**src/hw/dqh_regs.vh**
```
// Purpose: offsets, fields, reset values and timing counts of the host io block
// Assumes: classic wishbone, 32-bit data, one register per aligned word
// Notes:   printed offsets are indexes; byte address is four times the index
`ifndef DQH_REGS_VH
`define DQH_REGS_VH

`define DQH_IDX_RESULT_LO   4'h4
`define DQH_IDX_RESULT_HI   4'h5
`define DQH_IDX_SENSED_LO   4'h6
`define DQH_IDX_SENSED_HI   4'h7
`define DQH_IDX_IRQ_CLEAR   4'h8
`define DQH_IDX_MODE        4'hB
`define DQH_IDX_SOFT_TRIG   4'hC
`define DQH_IDX_OUT_LO      4'hD
`define DQH_IDX_OUT_HI      4'hE
`define DQH_IDX_STATUS      4'hF

`define DQH_MODE_RESET      8'h00
`define DQH_MODE_IRQ_BIT    0
`define DQH_READY_BIT       4
`define DQH_STAT_READY_BIT  0
`define DQH_STAT_IRQ_BIT    1
`define DQH_STAT_BUSY_BIT   2

`define DQH_CONV_TIME_NS    8000
`define DQH_CLK_PERIOD_NS   25
`define DQH_CONV_CYCLES     (`DQH_CONV_TIME_NS / `DQH_CLK_PERIOD_NS)

`endif

```
**src/hw/dqh_conv_seq.v**
```verilog
// Purpose: sequences one a/d conversion from trigger to result capture
// Assumes: converter data is stable when done is raised
// Notes:   a trigger during a conversion is ignored
`timescale 1ns/1ps
`default_nettype none
`include "dqh_regs.vh"

module dqh_conv_seq (
  input  wire        clk_i,
  input  wire        rst_i,
  input  wire        trig_i,
  input  wire [11:0] adc_data_i,
  output wire        adc_start_o,
  output wire        busy_o,
  output reg         done_o,
  output reg  [11:0] result_o
);
  // done rises a cycle before the count ends, so the ready flag behind it lands on the limit
  localparam integer LAST_N = `DQH_CONV_CYCLES - 2;
  localparam [8:0]   LAST   = LAST_N[8:0];
  reg       running;
  reg [8:0] count;

  assign adc_start_o = trig_i & ~running;
  assign busy_o      = running;

  always @(posedge clk_i) begin
    if (rst_i) begin
      running  <= 1'b0;
      count    <= 9'h000;
      done_o   <= 1'b0;
      result_o <= 12'h000;
    end else begin
      done_o <= 1'b0;
      if (adc_start_o) begin
        running <= 1'b1;
        count   <= 9'h000;
      end else if (running) begin
        if (count == LAST) begin
          running  <= 1'b0;
          done_o   <= 1'b1;
          result_o <= adc_data_i;
        end else begin
          count <= count + 9'h001;
        end
      end
    end
  end
endmodule // dqh_conv_seq
`default_nettype wire

```
**src/hw/dqh_host_io.v**
```verilog
// Purpose: host register bank of a data acquisition card: a/d handoff, d/a, digital io
// Assumes: wishbone classic slave, byte data in bits 7:0, synchronous reset
// Notes:   ack one cycle after request, unmapped reads return zero and are acked
// Contract
// - mode register picks polled or interrupt handoff
// - reading result low byte clears ready
// - conversion finishes within 8 microseconds
// - interrupt at end of conversion, data valid
// - d/a low byte staged until high write
// - sixteen input and sixteen output lines
// - digital lines accessed as whole bytes
// - output lines 0-7 low, 8-15 high
// - ready flag low means result valid (status register bit 0 reads it active high)
// - interrupt flag cleared by write to 8
// - write to offset 12 starts conversion
// - d/a bits from offsets 4 and 5
`timescale 1ns/1ps
`default_nettype none
`include "dqh_regs.vh"

module dqh_host_io (
  input  wire        clk_i,
  input  wire        rst_i,
  input  wire        wb_cyc_i,
  input  wire        wb_stb_i,
  input  wire        wb_we_i,
  input  wire [5:0]  wb_adr_i,
  input  wire [3:0]  wb_sel_i,
  input  wire [31:0] wb_dat_i,
  output reg  [31:0] wb_dat_o,
  output reg         wb_ack_o,
  input  wire [11:0] adc_data_i,
  output wire        adc_start_o,
  output reg         irq_o,
  output reg  [11:0] output_code_o,
  input  wire [15:0] sensed_lines_i,
  output reg  [15:0] output_lines_o
);
  reg  [7:0]  conversion_mode_control;
  reg  [7:0]  dac_stage;
  reg         result_ready_flag;
  reg         irq_status;
  reg  [7:0]  next_rdata;
  wire [3:0]  idx;
  wire        req;
  wire        wr;
  wire        rd;
  wire        lane0;
  wire        soft_trig;
  wire        conv_done;
  wire        conv_busy;
  wire [11:0] result;
  wire        irq_mode;
  wire        rd_result_lo;

  assign idx   = wb_adr_i[5:2];
  assign req   = wb_cyc_i & wb_stb_i & ~wb_ack_o;
  assign lane0 = wb_sel_i[0];
  assign wr    = req & wb_we_i & lane0;
  assign rd    = req & ~wb_we_i;

  assign soft_trig    = wr & (idx == `DQH_IDX_SOFT_TRIG);
  assign irq_mode     = conversion_mode_control[`DQH_MODE_IRQ_BIT];
  assign rd_result_lo = rd & (idx == `DQH_IDX_RESULT_LO);

  dqh_conv_seq u_conv (
    .clk_i       (clk_i),
    .rst_i       (rst_i),
    .trig_i      (soft_trig),
    .adc_data_i  (adc_data_i),
    .adc_start_o (adc_start_o),
    .busy_o      (conv_busy),
    .done_o      (conv_done),
    .result_o    (result)
  );

  always @(posedge clk_i) begin
    if (rst_i) begin
      wb_ack_o <= 1'b0;
    end else begin
      wb_ack_o <= req;
    end
  end

  // read mux; ready is active low on the result high byte
  always @* begin
    next_rdata = 8'h00;
    case (idx)
      `DQH_IDX_RESULT_LO: next_rdata = result[7:0];
      `DQH_IDX_RESULT_HI: next_rdata = {3'b000, ~result_ready_flag, result[11:8]};
      `DQH_IDX_SENSED_LO: next_rdata = sensed_lines_i[7:0];
      `DQH_IDX_SENSED_HI: next_rdata = sensed_lines_i[15:8];
      `DQH_IDX_MODE:      next_rdata = conversion_mode_control;
      `DQH_IDX_OUT_LO:    next_rdata = output_lines_o[7:0];
      `DQH_IDX_OUT_HI:    next_rdata = output_lines_o[15:8];
      `DQH_IDX_STATUS:    next_rdata = {5'b00000, conv_busy, irq_status, result_ready_flag};
      default:            next_rdata = 8'h00;
    endcase
  end

  always @(posedge clk_i) begin
    if (rst_i) begin
      wb_dat_o <= 32'h0000_0000;
    end else if (rd) begin
      wb_dat_o <= {24'h000000, next_rdata};
    end
  end

  // ready flag; a finishing conversion wins over a clearing read
  always @(posedge clk_i) begin
    if (rst_i) begin
      result_ready_flag <= 1'b0;
    end else if (conv_done) begin
      result_ready_flag <= 1'b1;
    end else if (rd_result_lo) begin
      result_ready_flag <= 1'b0;
    end
  end

  // interrupt status: set wins over the clearing write
  always @(posedge clk_i) begin
    if (rst_i) begin
      irq_status <= 1'b0;
      irq_o      <= 1'b0;
    end else begin
      if (conv_done & irq_mode) begin
        irq_status <= 1'b1;
      end else if (wr & (idx == `DQH_IDX_IRQ_CLEAR)) begin
        irq_status <= 1'b0;
      end
      irq_o <= irq_status;
    end
  end

  always @(posedge clk_i) begin
    if (rst_i) begin
      conversion_mode_control <= `DQH_MODE_RESET;
      dac_stage               <= 8'h00;
      output_code_o           <= 12'h000;
      output_lines_o          <= 16'h0000;
    end else if (wr) begin
      case (idx)
        `DQH_IDX_RESULT_LO: dac_stage <= wb_dat_i[7:0];
        `DQH_IDX_RESULT_HI: output_code_o <= {wb_dat_i[3:0], dac_stage};
        `DQH_IDX_MODE:      conversion_mode_control <= wb_dat_i[7:0];
        `DQH_IDX_OUT_LO:    output_lines_o[7:0] <= wb_dat_i[7:0];
        `DQH_IDX_OUT_HI:    output_lines_o[15:8] <= wb_dat_i[7:0];
        default:            dac_stage <= dac_stage;
      endcase
    end
  end
endmodule // dqh_host_io
`default_nettype wire

```
**config.mk**
```make
export PLATFORM = sky130hd
export DESIGN_NAME = dqh_host_io
export DESIGN_NICKNAME = d
export VERILOG_FILES = /design/src/hw/dqh_conv_seq.v /design/src/hw/dqh_host_io.v
export VERILOG_INCLUDE_DIRS = /design/src /design/src/hw
export SDC_FILE = /design/constraint.sdc
export NUM_CORES = 1
export LEC_CHECK = 0
export BUFFER_PORTS_ARGS = -buffer_cell sky130_fd_sc_hd__buf_4
export CAP_MARGIN = 20
export CELL_PAD_IN_SITES_DETAIL_PLACEMENT = 1
export CELL_PAD_IN_SITES_GLOBAL_PLACEMENT = 1
export CORE_MARGIN = 2
export CORE_UTILIZATION = 36
export CTS_CLUSTER_DIAMETER = 150
export CTS_CLUSTER_SIZE = 12
export DETAILED_ROUTE_END_ITERATION = 6
export PLACE_DENSITY = 0.76
export SLEW_MARGIN = 40
export SYNTH_ARGS = -nofsm -noshare
export SYNTH_HDL_FRONTEND = slang
export SYNTH_SLANG_ARGS = --single-unit
```
**constraint.sdc**
```tcl
create_clock -name clk_i -period 2.6 [get_ports clk_i]
set_clock_uncertainty 0.15 [all_clocks]
set_input_delay 0.39 -clock clk_i [delete_from_list [all_inputs] [get_ports clk_i]]
set_output_delay 0.39 -clock clk_i [all_outputs]
set_load 0.02 [all_outputs]
```
==> run_results.csv <==
group,metric,value,unit
run_status,status,"finished, final reports clean",
synthesis,synth_cell_types,52,
critical_path,path_cells,"or3b_1, nor4_1, buf_4",
clocking,ctsHtreeMaxLevel,3,
pwr,p_sw,0.591,mW
critical_path,critPathTopFamily,"simple AND/OR/NAND/NOR gates",
place,gp_congestion,0.764,
pwr,p_seq_share,51.8,%
die,die_w,106,µm
critical_path,crit_path_max_incr_delay,0.43,ns
clocking,clockBufferDepth,2,
critical_path,cpMaxStageDelayCell,"dfxtp_1",
drt,drc,0,
critical_path,crit_required,2.06,ns
pwr,clkPwrFrac,39.2,%
timing,maxSlewViolCount,0,
cells_and_area,diodes,0,
drt,drt_pass1_iterations,4,
pwr,internal_power,1.75,mW
timing,rsz0062_at_grt,"false",
cells_and_area,post-route-util,45.0,%
timing,fmax,0.418,GHz
timing,tightest_slew,0.678,ns
synthesis,synth_top_area_cell,"dfxtp_1",
cells_and_area,drive_gt1_share,24.6,%
global_route,grt_pass1_wl,16.7,mm
global_route,antenna_found_initial,0,
cells_and_area,n_fill_cell,1210,
pwr,peakVddDrop,0.000324,V
place,place_inst,592,
critical_path,start_kind,"flop",
clocking,cts_root_buffer,"clkbuf_8",
global_route,grt_max_degree,66,
clocking,clock_latency,0.35,ns
critical_path,ff2ff_setup_slack,0.58,ns
global_route,gr-total-overflow,0,
critical_path,cp_num_buf_inv,1,
die,rows,37,
critical_path,critPathMaxFanout,12,
place,pre_cts_slack,0.384,ns
cells_and_area,nets,544,
die,initial_utilization,36.8,%
synthesis,synth_seq_area_share,42.0,%
die,fp.coreArea,10200,µm²
cells_and_area,instances_no_fill,608,
cells_and_area,syn_to_final_growth,22.5,%
clocking,cts_num_sinks,79,
place,numPortBuffers,84,
critical_path,end_kind,"primary output",
pwr,p_leak,1.87,nW
drt,avgViaCountPerCell,5.07,
synthesis,syn_avg_cell_area,9.59,µm²
critical_path,critical_path_class,"reg2out",
pwr,swShare,25.2,%
timing,hold_viol_final,0,
timing,finalSetupViolCount,0,
synthesis,synth_edf_count,0,
synthesis,synth.ff_latch_count,79,
synthesis,yosysTopAreaCellShare,42.0,%
pwr,power_density,509,nW/µm²
synthesis,synth_top_flop_cell,"dfxtp_1",
drt,drt-initial-drc-count,90,
timing,finalSetupTns,0,ns
synthesis,synthTopCellsByArea,"dfxtp_1, mux2i_1, nor2_1",
drt,wirelength,10.4,mm
place,dpl.hpwl,7.59,mm
die,dieArea,11300,µm²
drt,ant_nets,0,
clocking,post_cts_buffers,0,
synthesis,async_reset_ff_share,0,%
cells_and_area,final_cell_mix,"buf_4, dfxtp_1, nor2_1, mux2i_1, conb_1",
job,maxCapViolCount,0,
timing,fin_crit_sh,92.1,%
hold_path,hp-class,"in2reg",
clocking,path_clk_slew,0.08,ns
global_route,grt_pass1_vias,3191,
drt,num_vias,3085,
clocking,cts_resized,0,
timing,relSlewSlack,54.8,%
global_route,grt.total_usage,19.0,%
pwr,combPwrFrac,9.0,%
timing,layout_setup_ws,0.205,ns
die,pin_count,138,
die,die_y,106,µm
cells_and_area,final_common_cell,"buf_4",
clocking,cts_made_buffers,9,
timing,period_needed,2.40,ns
synthesis,yosys_warnings,0,
synthesis,synthesis.area,3760,µm²
drt,wl_per_cell,17.1,µm
clocking,cts_hold_buf,0,
critical_path,cp_data_arrival_time,1.86,ns
synthesis,syn_inst,392,
clocking,cts_tree,"done",
==> worst register-to-register path: cells and delay by family, from the launching register on <==
| kind | cells | cell delay, ns |
|---|---|---|
| AOI/OAI and AO/OA | 1 | 0.10 |
| DFF | 1 | 0.43 |
| and+or+nand+nor | 3 | 1.21 |
==> flip-flops by register name, summed over array words and instances (netlist names), 8 cells and up <==
signal and count:
output_code_o 12, wb_dat_o 8, conversion_mode_control 8, u_conv.count 9, u_conv.result_o 12, output_lines_o 16
dac_stage 8
==> power by group through the flow <==
stage	registers (mW)	logic, mW	clock network, mW
floorplan	1.24	0.147	0
global placement	1.24	0.207	0
detailed placement	1.24	0.210	0
CTS	1.21	0.212	0.945
global route	1.21	0.228	1.00
finish	1.21	0.211	0.918
==> logic make-up (layout without fill, tap and decap cells) <==
group	after synthesis	after routing	share of synthesized area, %
compound gates	48	48	8.82
buf+inv	52	109	7.98
simple gates	137	137	20.2
mux	67	67	18.8
other cells	1	24	0.0997
xor+xnor	6	6	1.40
flops	79	79	42.0
fa+ha+maj	2	2	0.665
==> final timing paths <==
kind                 startpoint                  to  depth (start not counted)
hold / removal    adc_data_i[1]  u_conv.result_o[1]                          3
setup / recovery  u_conv.busy_o         adc_start_o                          3
hold reg to reg     wb_dat_o[0]         wb_dat_o[0]                          2
setup reg to reg  u_conv.busy_o     u_conv.count[1]                          4
==> per-stage QoR <==
step / hold slack [ns] / instance area (µm²) / total power, mW
detailed placement: 0.298 / 4410 / 1.45
floorplan: 0.276 / 3850 / 1.39
global route: 0.106 / 4610 / 2.44
global placement: 0.292 / 4410 / 1.45
CTS: 0.110 / 4610 / 2.37
finish: 0.123 / 4610 / 2.34
==> metal layers <==
metal,GRT usage [%],routed length [µm],up-vias
met4,5.36,166,0
li1,-,-,1479
met2,34.0,5350,75
met5,0,0,-
met3,5.03,457,14
met1,22.1,4420,1517
==> synthesized netlist by cell type (all sizes together) (2+ instances only) <==
cell / n
nand4: 3
or3: 2
xor2: 3
a311oi: 2
o32ai: 4
mux2i: 64
a221oi: 4
a22oi: 3
nand3: 4
inv: 4
ha: 2
dfxtp: 79
a211oi: 3
a22o: 7
xnor2: 3
and3: 2
o21ai: 9
nand2: 19
buf: 33
clkbuf: 15
or3b: 2
nand3b: 8
nor3: 7
nor2: 66
mux4: 3
nor2b: 5
nand2b: 2
nand4bb: 3
and2: 3
a21oi: 12
nor4: 4
==> area by class of cell <==
class	instances	area, µm²	share of cell area (%)
tap	136	170	3.69
sequential	79	1580	34.3
multi-input combinational	284	1970	42.9
inverter	4	15.0	0.326
clock buffer	10	138	2.99
timing repair buffer	89	668	14.5
clock inverter	6	60.1	1.30
No activity file was read; power rests on OpenSTA's default activity.
